<file path="config.mk">
export PLATFORM = sky130hd
export DESIGN_NAME = bpr_remote_port
export DESIGN_NICKNAME = d
export VERILOG_FILES = /design/src/bpr_pkg.sv /design/src/bpr_remote_port.sv /design/src/bpr_trig_qual.sv
export SDC_FILE = /design/constraint.sdc
export NUM_CORES = 1
export LEC_CHECK = 0
export BUFFER_PORTS_ARGS = -buffer_cell sky130_fd_sc_hd__buf_2
export CAP_MARGIN = 25
export CORE_UTILIZATION = 46
export CTS_CLUSTER_DIAMETER = 30
export CTS_CLUSTER_SIZE = 28
export DETAILED_ROUTE_END_ITERATION = 10
export PLACE_DENSITY = 0.75
export SETUP_SLACK_MARGIN = 0.5
export SYNTH_ARGS = -nofsm -noshare
export SYNTH_HDL_FRONTEND = slang
export SYNTH_SLANG_ARGS = --single-unit
</file>
<file path="constraint.sdc">
create_clock -name pclk -period 2 [get_ports pclk]
set_clock_uncertainty 0.2 [all_clocks]
set_input_delay 0.2 -clock pclk [delete_from_list [all_inputs] [get_ports pclk]]
set_output_delay 0.2 -clock pclk [all_outputs]
set_load 0.01 [all_outputs]
</file>
<file path="src/bpr_pkg.sv">
// constants, types and decode tables for the parallel remote-control port
`default_nettype none
package bpr_pkg;
	// register byte offsets
	localparam logic [7:0] REG_STATUS = 8'h00;
	localparam logic [7:0] REG_MASK   = 8'h04;
	localparam logic [7:0] REG_LEVEL  = 8'h08;
	localparam logic [7:0] REG_SETUP  = 8'h0C;
	localparam logic [7:0] REG_CTRL   = 8'h10;
	// status and mask bit positions
	localparam int ST_TRIG   = 0;
	localparam int ST_LIMIT  = 1;
	localparam int ST_BCDERR = 2;
	localparam int ST_CHANGE = 3;
	localparam int ST_W      = 4;
	// setup readback field positions
	localparam int SU_FUNC   = 0;
	localparam int SU_RANGE  = 1;
	localparam int SU_NEG    = 3;
	localparam int SU_DIV    = 4;
	localparam int SU_OPER   = 5;
	localparam int SU_SCAN   = 6;
	localparam int SU_REMOTE = 7;
	localparam int SU_VLIM   = 8;
	localparam int SU_ILIM   = 19;
	// reset values
	localparam logic [ST_W-1:0] MASK_RST = 4'h0;
	localparam logic            CTRL_RST = 1'b0;
	// level digits
	localparam int N_DIGITS = 7;
	localparam int LEVEL_W  = 4 * N_DIGITS;
	localparam logic [3:0] BCD_MAX = 4'h9;
	// limit decode tables, volts and milliamps
	localparam int VLIM_W = 11;
	localparam int ILIM_W = 7;
	localparam logic [VLIM_W-1:0] VLIM_0 = 11'h00A;
	localparam logic [VLIM_W-1:0] VLIM_1 = 11'h082;
	localparam logic [VLIM_W-1:0] VLIM_2 = 11'h12C;
	localparam logic [VLIM_W-1:0] VLIM_3 = 11'h4E2;
	localparam logic [ILIM_W-1:0] ILIM_0 = 7'h05;
	localparam logic [ILIM_W-1:0] ILIM_1 = 7'h0D;
	localparam logic [ILIM_W-1:0] ILIM_2 = 7'h32;
	localparam logic [ILIM_W-1:0] ILIM_3 = 7'h7D;
	// trigger minimum width
	localparam int CLK_PERIOD_NS = 8;
	localparam int TRIG_MIN_NS   = 10000;
	localparam int TRIG_MIN_CYC  = (TRIG_MIN_NS + CLK_PERIOD_NS - 1) / CLK_PERIOD_NS;
	localparam int TRIG_CNT_W    = 11;

	typedef enum logic [1:0] {
		RNG_LOW  = 2'b00,
		RNG_MID  = 2'b01,
		RNG_HIGH = 2'b10,
		RNG_KV   = 2'b11
	} bpr_range_e;

	// raw connector lines, all active low
	typedef struct packed {
		logic [LEVEL_W-1:0] level_n;
		logic               func_n;
		logic [1:0]         range_n;
		logic               pol_n;
		logic               div_n;
		logic [1:0]         vlim_n;
		logic [1:0]         ilim_n;
		logic               operate_standby_request_n;
	} bpr_pins_s;

	// decoded setup handed to the generator
	typedef struct packed {
		logic [LEVEL_W-1:0] level;
		logic               func_current;
		bpr_range_e         range;
		logic               negative;
		logic               divider_on;
		logic [VLIM_W-1:0]  vlimit_v;
		logic [ILIM_W-1:0]  ilimit_ma;
		logic               operate;
	} bpr_setup_s;
endpackage : bpr_pkg
`default_nettype wire

</file>
<file path="src/bpr_remote_port.sv">
// parallel negative-logic remote-control port with apb register access
//
// The implementer's own choices: the APB interface to the registers and the register addresses.
`timescale 1ns/1ps
`default_nettype none
module bpr_remote_port (
	input  wire logic              pclk,
	input  wire logic              presetn,
	input  wire logic              psel,
	input  wire logic              penable,
	input  wire logic              pwrite,
	input  wire logic [7:0]        paddr,
	input  wire logic [31:0]       pwdata,
	output var  logic [31:0]       prdata,
	output var  logic              pready,
	output var  logic              pslverr,
	input  wire bpr_pkg::bpr_pins_s pins_n,
	input  wire logic              trig_n,
	input  wire logic              limiter_active,
	output var  bpr_pkg::bpr_setup_s setup,
	output var  logic              scan_run,
	output var  logic              limit_flag_n,
	output var  logic              output_on_flag_n,
	output var  logic              irq
);
	import bpr_pkg::*;

	bpr_pins_s          pin_q;
	bpr_pins_s          pin_pos;
	bpr_setup_s         setup_d;
	logic [ST_W-1:0]    status_q;
	logic [ST_W-1:0]    status_d;
	logic [ST_W-1:0]    status_set;
	logic [ST_W-1:0]    status_clr;
	logic [ST_W-1:0]    mask_q;
	logic [ST_W-1:0]    mask_d;
	logic               remote_q;
	logic               limit_q;
	logic               trig_evt;
	logic [N_DIGITS-1:0] digit_bad;
	logic               bcd_bad;
	logic               load;
	logic               setup_changed;
	logic               limit_now;

	// apb decode
	logic        apb_setup;
	logic        apb_access;
	logic        wr_en;
	logic        hit_status;
	logic        hit_mask;
	logic        hit_level;
	logic        hit_setup;
	logic        hit_ctrl;
	logic        hit_any;
	logic [31:0] rd_mux;
	logic [31:0] setup_word;

	assign apb_setup  = psel && !penable;
	assign apb_access = psel && penable && pready;
	assign wr_en      = apb_access && pwrite && !pslverr;
	assign hit_status = (paddr == REG_STATUS);
	assign hit_mask   = (paddr == REG_MASK);
	assign hit_level  = (paddr == REG_LEVEL);
	assign hit_setup  = (paddr == REG_SETUP);
	assign hit_ctrl   = (paddr == REG_CTRL);
	assign hit_any    = hit_status | hit_mask | hit_level | hit_setup | hit_ctrl;

	// setup readback word
	always_comb begin
		setup_word                           = '0;
		setup_word[SU_FUNC]                  = setup.func_current;
		setup_word[SU_RANGE +: 2]            = setup.range;
		setup_word[SU_NEG]                   = setup.negative;
		setup_word[SU_DIV]                   = setup.divider_on;
		setup_word[SU_OPER]                  = setup.operate;
		setup_word[SU_SCAN]                  = scan_run;
		setup_word[SU_REMOTE]                = remote_q;
		setup_word[SU_VLIM +: VLIM_W]        = setup.vlimit_v;
		setup_word[SU_ILIM +: ILIM_W]        = setup.ilimit_ma;
	end

	// read data select, captured in the setup cycle
	assign rd_mux = hit_status ? {{(32-ST_W){1'b0}}, status_q} :
	                hit_mask   ? {{(32-ST_W){1'b0}}, mask_q} :
	                hit_level  ? {{(32-LEVEL_W){1'b0}}, setup.level} :
	                hit_setup  ? setup_word :
	                hit_ctrl   ? {31'h0, remote_q} : 32'h0;

	// apb answer flops: ready in the first access cycle
	always_ff @(posedge pclk or negedge presetn) begin
		if (!presetn) begin
			pready  <= 1'b0;
			pslverr <= 1'b0;
			prdata  <= '0;
		end else begin
			pready  <= apb_setup;
			pslverr <= apb_setup && !hit_any;
			prdata  <= apb_setup ? rd_mux : prdata;
		end
	end

	// connector lines are taken one clock late; inversion makes logical ones
	assign pin_pos = ~pin_q;

	// one validity check per bcd digit
	genvar g;
	generate
		for (g = 0; g < N_DIGITS; g++) begin : g_digit
			assign digit_bad[g] = pin_pos.level_n[4*g +: 4] > BCD_MAX;
		end
	endgenerate
	assign bcd_bad = |digit_bad;

	// decode of the connector into the generator setup
	always_comb begin
		setup_d              = setup;
		setup_d.level        = pin_pos.level_n;
		setup_d.func_current = pin_pos.func_n;
		setup_d.range        = bpr_range_e'(pin_pos.range_n);
		setup_d.negative     = pin_pos.pol_n;
		setup_d.divider_on   = pin_pos.div_n;
		setup_d.operate      = pin_pos.operate_standby_request_n;
		case (pin_pos.vlim_n)
			2'b00:   setup_d.vlimit_v = VLIM_0;
			2'b01:   setup_d.vlimit_v = VLIM_1;
			2'b10:   setup_d.vlimit_v = VLIM_2;
			default: setup_d.vlimit_v = VLIM_3;
		endcase
		case (pin_pos.ilim_n)
			2'b00:   setup_d.ilimit_ma = ILIM_0;
			2'b01:   setup_d.ilimit_ma = ILIM_1;
			2'b10:   setup_d.ilimit_ma = ILIM_2;
			default: setup_d.ilimit_ma = ILIM_3;
		endcase
	end

	// setup is taken only in remote mode with all digits legal
	assign load          = remote_q && !bcd_bad;
	assign setup_changed = load && (setup_d != setup);
	assign limit_now     = limiter_active && setup.operate;

	// event sources and write-one-to-clear, set wins
	assign status_set[ST_TRIG]   = trig_evt;
	assign status_set[ST_LIMIT]  = limit_now && !limit_q;
	assign status_set[ST_BCDERR] = remote_q && bcd_bad;
	assign status_set[ST_CHANGE] = setup_changed;
	assign status_clr            = (wr_en && hit_status) ? pwdata[ST_W-1:0] : '0;
	assign status_d              = (status_q & ~status_clr) | status_set;
	// next mask, so irq tracks status and mask of the same cycle
	assign mask_d                = (wr_en && hit_mask) ? pwdata[ST_W-1:0] : mask_q;

	bpr_trig_qual u_trig (
		.pclk     (pclk),
		.presetn  (presetn),
		.trig_n   (trig_n),
		.trig_evt (trig_evt)
	);

	// connector sample stage; idle lines read as logical zero
	always_ff @(posedge pclk or negedge presetn) begin
		if (!presetn) begin
			pin_q <= '1;
		end else begin
			pin_q <= pins_n;
		end
	end

	// generator setup
	always_ff @(posedge pclk or negedge presetn) begin
		if (!presetn) begin
			setup <= '0;
		end else if (load) begin
			setup <= setup_d;
		end
	end

	// software registers
	always_ff @(posedge pclk or negedge presetn) begin
		if (!presetn) begin
			mask_q   <= MASK_RST;
			remote_q <= CTRL_RST;
			status_q <= '0;
		end else begin
			mask_q   <= mask_d;
			remote_q <= (wr_en && hit_ctrl) ? pwdata[0] : remote_q;
			status_q <= status_d;
		end
	end

	// scan toggle and connector flags, flags driven low when true
	always_ff @(posedge pclk or negedge presetn) begin
		if (!presetn) begin
			scan_run         <= 1'b0;
			limit_q          <= 1'b0;
			limit_flag_n     <= 1'b1;
			output_on_flag_n <= 1'b1;
			irq              <= 1'b0;
		end else begin
			scan_run         <= scan_run ^ trig_evt;
			limit_q          <= limit_now;
			limit_flag_n     <= ~limit_now;
			output_on_flag_n <= ~setup.operate;
			irq              <= |(status_d & mask_d);
		end
	end
endmodule : bpr_remote_port
`default_nettype wire

</file>
<file path="src/bpr_trig_qual.sv">
// trigger qualifier: fires once per low pulse held long enough
`timescale 1ns/1ps
`default_nettype none
module bpr_trig_qual (
	input  wire logic pclk,
	input  wire logic presetn,
	input  wire logic trig_n,
	output var  logic trig_evt
);
	import bpr_pkg::*;

	localparam logic [TRIG_CNT_W-1:0] CNT_TOP  = TRIG_CNT_W'(TRIG_MIN_CYC);
	localparam logic [TRIG_CNT_W-1:0] CNT_FIRE = TRIG_CNT_W'(TRIG_MIN_CYC - 1);

	logic [TRIG_CNT_W-1:0] cnt_q;
	logic [TRIG_CNT_W-1:0] cnt_d;
	logic                  trig_on;
	logic                  evt_d;

	// low level is the asserted trigger
	assign trig_on = ~trig_n;
	assign cnt_d   = !trig_on ? '0 : (cnt_q == CNT_TOP) ? cnt_q : cnt_q + 1'b1;
	assign evt_d   = trig_on && (cnt_q == CNT_FIRE);

	// width counter and event flop
	always_ff @(posedge pclk or negedge presetn) begin
		if (!presetn) begin
			cnt_q    <= '0;
			trig_evt <= 1'b0;
		end else begin
			cnt_q    <= cnt_d;
			trig_evt <= evt_d;
		end
	end
endmodule : bpr_trig_qual
`default_nettype wire

</file>
==> results.py, run 1 <==
metrics = {
    "outcome": {
        "violations": "setup timing",
        "outcome": "finished, violations left",
    },
    "logic_synthesis": {
        "synth_top_area_cell": "dfrtp_1",
        "synth_cell_types": 49,
        "syn_area_per_cell_sq_um": 11.5,
        "syn_area_sq_um": 5810,
        "synth.most_common_cell": "dfrtp_1",
        "synth_edf_count": 0,
        "synth_top_cell_area_share": 0.426,
        "ys_ff_latch": 139,
        "async_flop_share": 1.00,
        "yosys_warnings": 0,
        "synthTopCellsByCount": "99 x dfrtp_1, 80 x nand2_1, 63 x o21ai_0",
        "synthFlopType": "dfrtp_1",
        "ys_seq_area_frac": 0.607,
        "syn_inst": 507,
        "yosys-top-cells-area": "dfrtp_1 43%, dfstp_2 18%, xnor2_1 6.2%",
    },
    "routing": {
        "viasPerCell": 5.89,
        "dr.pass1.iters": 6,
        "drt_first_iter_violations": 554,
        "final_antenna_net_count": 0,
        "wirelength_um": 24800,
        "remaining_drc_errors": 0,
        "via_count": 5924,
        "avgRoutedWirePerCell_um": 24.6,
    },
    "grt": {
        "antenna_found_initial": 0,
        "grt_usage": 0.316,
        "gr-total-overflow": 0,
        "grt_pass1_vias": 5499,
        "grt_max_degree": 45,
        "grt_pass1_wl_um": 30400,
    },
    "critical_path": {
        "slowest_stage": "dfstp_2",
        "worstSetupEndpointType": "register",
        "critPathMaxFanout": 2,
        "max_stage_delay_ns": 0.57,
        "worstPathRequired_ns": 2.11,
        "cp-start-kind": "register",
        "arrival_ns": 2.53,
        "path_cells": "xnor2_2 > nor4_2 > nand4_1 > nor4_2 > buf_4 > a21boi_2 > a221o_1",
        "crit_type": "reg2reg",
        "crit_top_cell": "nor4_2",
    },
    "clock_tree": {
        "cts_tree": "done",
        "numCtsBuffers": 17,
        "clock-sinks": 139,
        "clkTransAtPathRegs_ns": 0.07,
        "h-tree-depth": 4,
        "root_buffer": "clkbuf_16",
        "clk_latency_ns": 0.43,
        "cts_max_path_buffers": 2,
    },
    "pwr": {
        "ir_worst_vdd_v": 0.000746,
        "p_leak_nw": 4.66,
        "power_mw": 6.83,
        "p_per_area_nw_per_um2": 675,
    },
    "cells_and_area": {
        "area_delta_synth_final_pct": 74.0,
        "utilization": 0.831,
        "stdcell_area_sq_um": 10100,
        "finalNetCount": 913,
        "diodes": 0,
        "fin_cells": 1006,
        "fill_cells": 545,
        "drive_gt1_frac": 0.578,
    },
    "sta": {
        "max_freq_mhz": 413,
        "period_needed_ns": 2.42,
        "fin_ws_ns": -0.420,
        "setup_tns_ns": -7.21,
        "tightestPinTransition_ns": 0.531,
        "rsz0062_at_grt": "true",
        "slew_viol_final": 0,
        "setup_viol": 47,
        "post-route-period-util": 1.21,
        "hold_viol_final": 0,
        "slew_headroom": 0.646,
        "hold_ws_ns": 0.0159,
    },
    "floorplanning": {
        "rows": 40,
        "io_pins": 175,
        "fp.dieH_um": 114,
        "fp.dieW_um": 114,
        "core_region_area_sq_um": 12200,
        "die_area_sq_um": 13100,
        "start_util": 0.478,
    },
    "min_path": {
        "hold_path.class": "in2reg",
    },
    "placement": {
        "dpl_cell_area_sq_um": 7330,
        "dp_hpwl_um": 11300,
        "dp_slack_ns": -0.416,
        "dp.cells": 875,
        "io_buffers": 139,
        "routabilityCongestion": 0.912,
    },
    "run": {
        "maxCapViolations": 0,
    },
}
[final cells by class]
cell class	instances	area, sq um	share of cell area
tap	168	210	0.0208
sequential	139	3530	0.349
clock buffer	18	429	0.0424
inverter	12	45.0	0.00445
timing repair buffer	324	2920	0.289
clock inverter	14	173	0.0171
multi-input combinational	331	2800	0.277
[critical path, delay by kind of cell, from the launching register on]
kind	cells	cell delay, ns
simple gates	3	0.93
xor+xnor	1	0.09
flops	1	0.57
buf+inv	1	0.16
compound gates	2	0.35
[state kept, by name, summed over array words and instances (netlist names), 4 cells and up]
name          count
prdata           28
pin_q            38
setup            45
mask_q            4
status_q          4
u_trig.cnt_q     11
[layout by cell type, fill, tap and decap left out, types with 4 or more instances in the layout]
| master | n |
|---|---|
| inv_1 | 12 |
| buf_6 | 110 |
| buf_12 | 5 |
| nor2_1 | 10 |
| nand2_1 | 42 |
| conb_1 | 7 |
| xnor2_1 | 36 |
| dfrtp_2 | 4 |
| xnor2_2 | 5 |
| o21ai_0 | 15 |
| dfrtp_1 | 95 |
| nor2_4 | 5 |
| mux2_4 | 4 |
| a22o_1 | 6 |
| clkinvlp_4 | 5 |
| a21oi_1 | 7 |
| nor4_2 | 11 |
| buf_2 | 95 |
| clkbuf_16 | 20 |
| xor2_1 | 5 |
| o21ai_2 | 26 |
| o21ai_1 | 20 |
| nand3_2 | 7 |
| nand3_1 | 5 |
| nand2_2 | 14 |
| dlygate4sd3_1 | 45 |
| dfstp_2 | 40 |
| nand2_4 | 24 |
| mux2i_1 | 20 |
| buf_4 | 59 |
[per-layer routing]
metal | global-route usage | share of wire | up-vias
li1 | - | - | 2383
met1 | 0.411 | 0.38 | 2919
met2 | 0.513 | 0.48 | 482
met3 | 0.0715 | 0.082 | 140
met4 | 0.135 | 0.059 | 0
met5 | 0 | 0 | -
[power by group]
group / internal (mW) / switching, mW / leakage (nW) / total, mW
clock: 1.97 / 1.34 / 0.279 / 3.31
sequential: 2.90 / 0.0668 / 1.78 / 2.97
combinational: 0.269 / 0.286 / 2.61 / 0.555
total: 5.13 / 1.69 / 4.66 / 6.83
[cells by family (layout without fill, tap and decap cells)]
| family | count (synthesis) | in the layout | synth area share |
|---|---|---|---|
| buffers and inverters | 43 | 368 | 0.0355 |
| AOI/OAI and AO/OA | 94 | 94 | 0.0928 |
| xor gates and xnor gates | 48 | 48 | 0.0723 |
| muxes | 30 | 30 | 0.0607 |
| and+or+nand+nor | 149 | 149 | 0.124 |
| DFF | 139 | 139 | 0.607 |
| adders and majority gates | 3 | 3 | 0.00646 |
| other | 1 | 7 | 0.000645 |
[what timing repair did]
action,in CTS,in global routing
setup buffers,24,20
endpoints found under the setup margin,93,138
endpoints found under the hold margin,178,0
pin swaps,43,47
gates resized for setup,107,182
gates cloned,2,6
hold buffers,47,0
[path summary, 6_finish.rpt]
check | start | end | slack [ns] | depth (start not counted)
setup / recovery | pin_q[31] | irq | -0.42 | 7
hold / removal | paddr[3] | pslverr | 0.02 | 3
setup reg to reg | pin_q[31] | irq | -0.42 | 7
hold reg to reg | prdata[22] | prdata[22] | 0.28 | 2
max in group asynchronous | presetn | pin_q[31] | 0.84 | 3
min in group asynchronous | presetn | setup[32] | 0.07 | 2
(Power assumes the default switching activity.)
==> run 2, diff against run 1 <==
- REMOVE_ABC_BUFFERS: unset -> 1
==> run 2 against run 1 <==
Against the previous run:
- the flow still finishes with violations (setup timing)
- worst setup slack worse by 0.18 ns
- register-to-register slack got worse by 0.18 ns
- worst hold slack lost 0.0087 ns
- clock-buffer cell count increased by 7
- sequential power about the same
- largest power group unchanged
==> results.py, run 2 (synthesis results as in run 1) <==
metrics = {
    "outcome": {
        "outcome": "finished, violations left",
        "violations": "setup timing",
    },
    "routing": {
        "dr.pass1.iters": 5,
        "remaining_drc_errors": 0,
        "via_count": 6037,
        "drt_first_iter_violations": 577,
        "final_antenna_net_count": 0,
        "wirelength_um": 26200,
        "viasPerCell": 5.98,
        "avgRoutedWirePerCell_um": 25.9,
    },
    "pwr": {
        "power_mw": 6.64,
        "p_leak_nw": 4.72,
        "p_per_area_nw_per_um2": 655,
        "ir_worst_vdd_v": 0.000676,
    },
    "cells_and_area": {
        "register_area_sq_um": 3530,
        "area_delta_synth_final_pct": 74.4,
        "fill_cells": 526,
        "largest_register_ffs": 45,
        "multiInputGateArea_sq_um": 2770,
        "layout_commonest_cell": "buf_6",
        "diodes": 0,
        "top_register": "setup",
        "fin_cells": 1009,
        "drive_gt1_frac": 0.574,
        "finalNetCount": 916,
        "top_regs": "setup x45, pin_q x38, prdata x28",
        "final_cell_mix": "105 x buf_6, 99 x buf_2, 94 x dfrtp_1",
    },
    "critical_path": {
        "rr_endpoint": "irq",
        "ff2ff_path_depth": 8,
        "r2r_slack_ns": -0.60,
        "critPathLaunch": "pin_q[1]",
        "arrival_ns": 2.70,
        "crit_type": "reg2reg",
        "crit_end": "irq",
        "r2r_start": "pin_q[1]",
        "worstSetupEndpointType": "register",
        "cp-start-kind": "register",
        "worstPathRequired_ns": 2.10,
        "critPathMaxFanout": 6,
    },
    "grt": {
        "grt_pass1_wl_um": 33700,
        "grt_pass1_vias": 5990,
        "gr-total-overflow": 0,
        "antenna_found_initial": 0,
        "grt_usage": 0.353,
        "grt_max_degree": 54,
    },
    "clock_tree": {
        "clk_latency_ns": 0.43,
        "cts_max_path_buffers": 2,
        "clkTransAtPathRegs_ns": 0.06,
        "clock-sinks": 139,
        "postCtsHoldBufs": 47,
        "numCtsBuffers": 17,
        "root_buffer": "clkbuf_16",
        "h-tree-depth": 4,
        "cts_tree": "done",
    },
    "sta": {
        "rsz0062_at_grt": "true",
        "slew_viol_final": 0,
        "hold_viol_final": 0,
        "fin_ws_ns": -0.596,
        "period_needed_ns": 2.60,
        "post-route-period-util": 1.30,
        "setup_viol": 48,
        "max_freq_mhz": 385,
    },
    "run": {
        "maxCapViolations": 0,
    },
    "floorplanning": {
        "die_area_sq_um": 13100,
        "rows": 40,
        "core_region_area_sq_um": 12200,
        "io_pins": 175,
        "fp.dieH_um": 114,
        "start_util": 0.478,
        "fp.dieW_um": 114,
    },
    "placement": {
        "dp.cells": 877,
        "dp_hpwl_um": 11300,
        "io_buffers": 139,
        "routabilityCongestion": 0.891,
        "dp_slack_ns": -0.391,
    },
    "min_path": {
        "hold_path.class": "in2reg",
        "hold-path-cell-count": 3,
    },
}
==> run 2: cell count changes in the layout (fill, tap and decap cells not counted), moves of 4 or more <==
cell / before / now
buf_6: 110 / 105
buf_16: 3 / 8
nand2_4: 24 / 19
nand2_2: 14 / 24
nand2_1: 42 / 36
clkbuf_8: 0 / 5
o21ai_0: 15 / 22
o21ai_2: 26 / 22
buf_2: 95 / 99
==> run 2: per-stage QoR <==
step                      instance area (sq um)  TNS, ns  hold slack [ns]  utilization
final                                     10100   -14.58          0.00718        0.833
after global routing                      10100   -17.38           0.0127        0.833
after CTS                                  9370    -1.15          0.00375        0.771
after detailed placement                   7290    -3.31          -0.0626        0.599
after global placement                     7290    -3.13          -0.0746        0.599
after floorplan                            5670   -53.29           -0.296            -
==> run 2: how the worst min path moves through the flow <==
stage | from | end | slack, ns
3_5_place_dp | presetn | prdata[20] | -0.06
5_1_grt | limiter_active | limit_flag_n | 0.01
3_3_place_gp | presetn | setup[44] | -0.07
4_1_cts | paddr[3] | pslverr | 0.004
6_report | limiter_active | limit_flag_n | 0.007
2_1_floorplan | presetn | irq | -0.30
==> run 2: layer usage <==
layer	track usage	wire, um	vias up
met5	0	0	-
met2	0.565	12600	482
met1	0.435	9740	3038
met3	0.0937	2280	140
li1	-	-	2377
met4	0.201	1550	0
==> run 2: where the power goes <==
group | switching [mW] | internal [mW]
combinational | 0.282 | 0.251
clock | 1.26 | 1.87
sequential | 0.0721 | 2.90
total | 1.62 | 5.02
==> run 2: area by class of cell <==
| cell class | count | share of cell area |
|---|---|---|
| multi-input combinational | 331 | 0.274 |
| sequential | 139 | 0.349 |
| clock buffer | 25 | 0.0499 |
| inverter | 12 | 0.00444 |
| clock inverter | 7 | 0.00642 |
| timing repair buffer | 327 | 0.296 |
| tap | 168 | 0.0207 |
==> run 2: repair_timing <==
action | in CTS | in global routing
gates resized for setup | 201 | 136
hold endpoints to repair | 171 | 1
gates cloned | 8 | 0
setup endpoints to repair | 88 | 132
pin swaps | 60 | 22
setup buffers | 28 | 17
==> run 2: worst max-delay path: stages, from the launching register on <==
cell      delay [ns]
dfstp_2         0.64
xnor2_1         0.14
nor4_2          0.30
buf_4           0.19
nand4_1         0.17
nor4_4          0.33
buf_4           0.17
a21boi_2        0.05
a221o_1         0.29
==> run 3, diff against run 2 <==
- clock period: 2 -> 2.15 ns (I/O delays scaled with it)
==> run 3 against run 2 <==
Against the previous run:
- the run still ends with setup timing left
- worst setup slack improved by 0.24 ns
- global-route usage fell by 4.0 points
- clock-buffer cell count fell by 5
- wire length fell by 11%
- register-to-register slack improved by 0.24 ns
- combinational power fell by 14%
- sequential share of layout area rose by 2.2 points
- first-iteration DRC count fell by 16%
- highest routed layer unchanged
==> results.py, run 3 (synthesis results as in run 1) <==
metrics = {
    "outcome": {
        "violations": "setup timing",
        "outcome": "finished, violations left",
    },
    "placement": {
        "dp_slack_ns": -0.315,
        "io_buffers": 139,
        "dp_hpwl_um": 10800,
        "routabilityCongestion": 0.895,
    },
    "cells_and_area": {
        "diodes": 0,
        "final_cell_mix": "137 x buf_2, 97 x dfrtp_1, 71 x buf_4",
        "top_register": "setup",
        "top_regs": "setup x45, pin_q x38, prdata x28",
        "largest_register_ffs": 45,
        "finalNetCount": 879,
        "utilization": 0.782,
        "drive_gt1_frac": 0.558,
        "layout_commonest_cell": "buf_2",
        "area_delta_synth_final_pct": 63.6,
        "fill_cells": 601,
    },
    "sta": {
        "hold_viol_final": 0,
        "setup_viol": 47,
        "hold_ws_ns": 0.0245,
        "period_needed_ns": 2.51,
        "slew_viol_final": 0,
        "setup_tns_ns": -6.17,
        "max_freq_mhz": 398,
        "rsz0062_at_grt": "true",
        "post-route-period-util": 1.17,
        "fin_ws_ns": -0.360,
    },
    "floorplanning": {
        "fp.dieH_um": 114,
        "fp.dieW_um": 114,
        "rows": 40,
        "core_region_area_sq_um": 12200,
        "die_area_sq_um": 13100,
        "io_pins": 175,
        "start_util": 0.478,
    },
    "clock_tree": {
        "clk_latency_ns": 0.42,
        "root_buffer": "clkbuf_16",
        "cts_max_path_buffers": 2,
        "clkTransAtPathRegs_ns": 0.06,
        "h-tree-depth": 4,
        "numCtsBuffers": 17,
        "cts_tree": "done",
        "clock-sinks": 139,
    },
    "grt": {
        "grt_pass1_wl_um": 30100,
        "grt_max_degree": 70,
        "grt_usage": 0.313,
        "grt_pass1_vias": 5601,
        "antenna_found_initial": 0,
        "gr-total-overflow": 0,
    },
    "routing": {
        "dr.pass1.iters": 6,
        "wirelength_um": 23200,
        "avgRoutedWirePerCell_um": 23.8,
        "viasPerCell": 5.83,
        "drt_first_iter_violations": 484,
        "final_antenna_net_count": 0,
        "via_count": 5665,
        "remaining_drc_errors": 0,
    },
    "critical_path": {
        "cp-start-kind": "register",
        "ff2ff_path_depth": 7,
        "arrival_ns": 2.61,
        "crit_top_cell": "a21oi_1",
        "worstSetupEndpointType": "register",
        "max_stage_delay_ns": 0.62,
        "r2r_slack_ns": -0.36,
        "critical-path-top-delay-family": "simple AND/OR/NAND/NOR gates",
        "path_cells": "or4bb_1 > a21oi_1 > a21oi_1 > nor4_2 > buf_4 > a21boi_2 > a221o_1",
        "r2r_start": "pin_q[1]",
        "crit_type": "reg2reg",
        "rr_endpoint": "irq",
        "worstPathRequired_ns": 2.25,
        "cp.buffers_inverters": 1,
        "slowest_stage": "dfstp_2",
        "critPathMaxFanout": 6,
    },
    "pwr": {
        "ir_worst_vdd_v": 0.000646,
        "clkPwrFrac": 0.485,
        "swShare": 0.234,
        "p_comb_frac": 0.074,
        "seq_power_share": 0.442,
        "p_switching_mw": 1.47,
        "p_per_area_nw_per_um2": 658,
        "p_leak_nw": 4.51,
        "internal-power_mw": 4.79,
    },
    "run": {
        "maxCapViolations": 0,
    },
    "min_path": {
        "hold-path-cell-count": 4,
        "hold_path.class": "in2reg",
        "hold-path-endpoint": "pslverr",
        "worstHoldStart": "paddr[4]",
    },
}
## run 3: cell count changes in the layout (fill, tap and decap cells not counted), sizes merged
cell	change
buf	-42
clkinv	+3
bufinv	+2
clkbuf	+1
dlygate4sd3	-1
## run 3: metrics by stage
stage / power [mW] / instance area (sq um) / instances
2_1_floorplan: 2.88 / 5670 / 482
3_3_place_gp: 3.08 / 7140 / 857
3_5_place_dp: 3.09 / 7140 / 857
4_1_cts: 6.12 / 8680 / 956
5_1_grt: 6.43 / 9510 / 972
6_report: 6.26 / 9510 / 972
## run 3: how the worst max path moves through the flow
stage,cells past startpoint,from,end
after floorplan,5,pin_q[35],setup[3]
after global placement,7,paddr[4],irq
after detailed placement,8,pin_q[14],irq
after CTS,8,pin_q[32],irq
after global routing,7,pin_q[1],irq
final,7,pin_q[1],irq
## run 3: layout make-up
class	instances	area [sq um]	share of cell area
clock buffer	20	457	0.0480
clock inverter	12	148	0.0155
inverter	12	45.0	0.00474
multi-input combinational	331	2800	0.295
sequential	139	3530	0.371
tap	168	210	0.0221
timing repair buffer	290	2320	0.244
## run 3: worst reg2reg max path, cell delays in order (launching register included)
cell and delay, ns:
dfstp_2 0.62, or4bb_1 0.42, a21oi_1 0.22, a21oi_1 0.10, nor4_2 0.30, buf_4 0.18, a21boi_2 0.05, a221o_1 0.30
## run 3: power by group through the flow
stage                     Combinational, mW  Sequential [mW]  Clock [mW]
final                                 0.461             2.77        3.03
after global routing                  0.490             2.77        3.17
after CTS                             0.390             2.75        2.99
after detailed placement              0.306             2.79           0
after global placement                0.298             2.78           0
after floorplan                      0.0968             2.78           0
## run 3: metal layers
layer / track usage / wire length [um] / up-vias / part of all wire
li1: - / - / 2306 / -
met1: 0.369 / 8430 / 2793 / 0.36
met2: 0.527 / 11000 / 418 / 0.47
met3: 0.0794 / 2130 / 148 / 0.092
met4: 0.171 / 1660 / 0 / 0.071
met5: 0 / 0 / - / 0
## run 3: repair_timing
item,in CTS,in global routing
hold endpoints to repair,171,0
resized for setup,66,173
hold buffers,46,0
pin swaps,15,38
buffers inserted,16,10
setup endpoints to repair,54,65
cloned,5,6
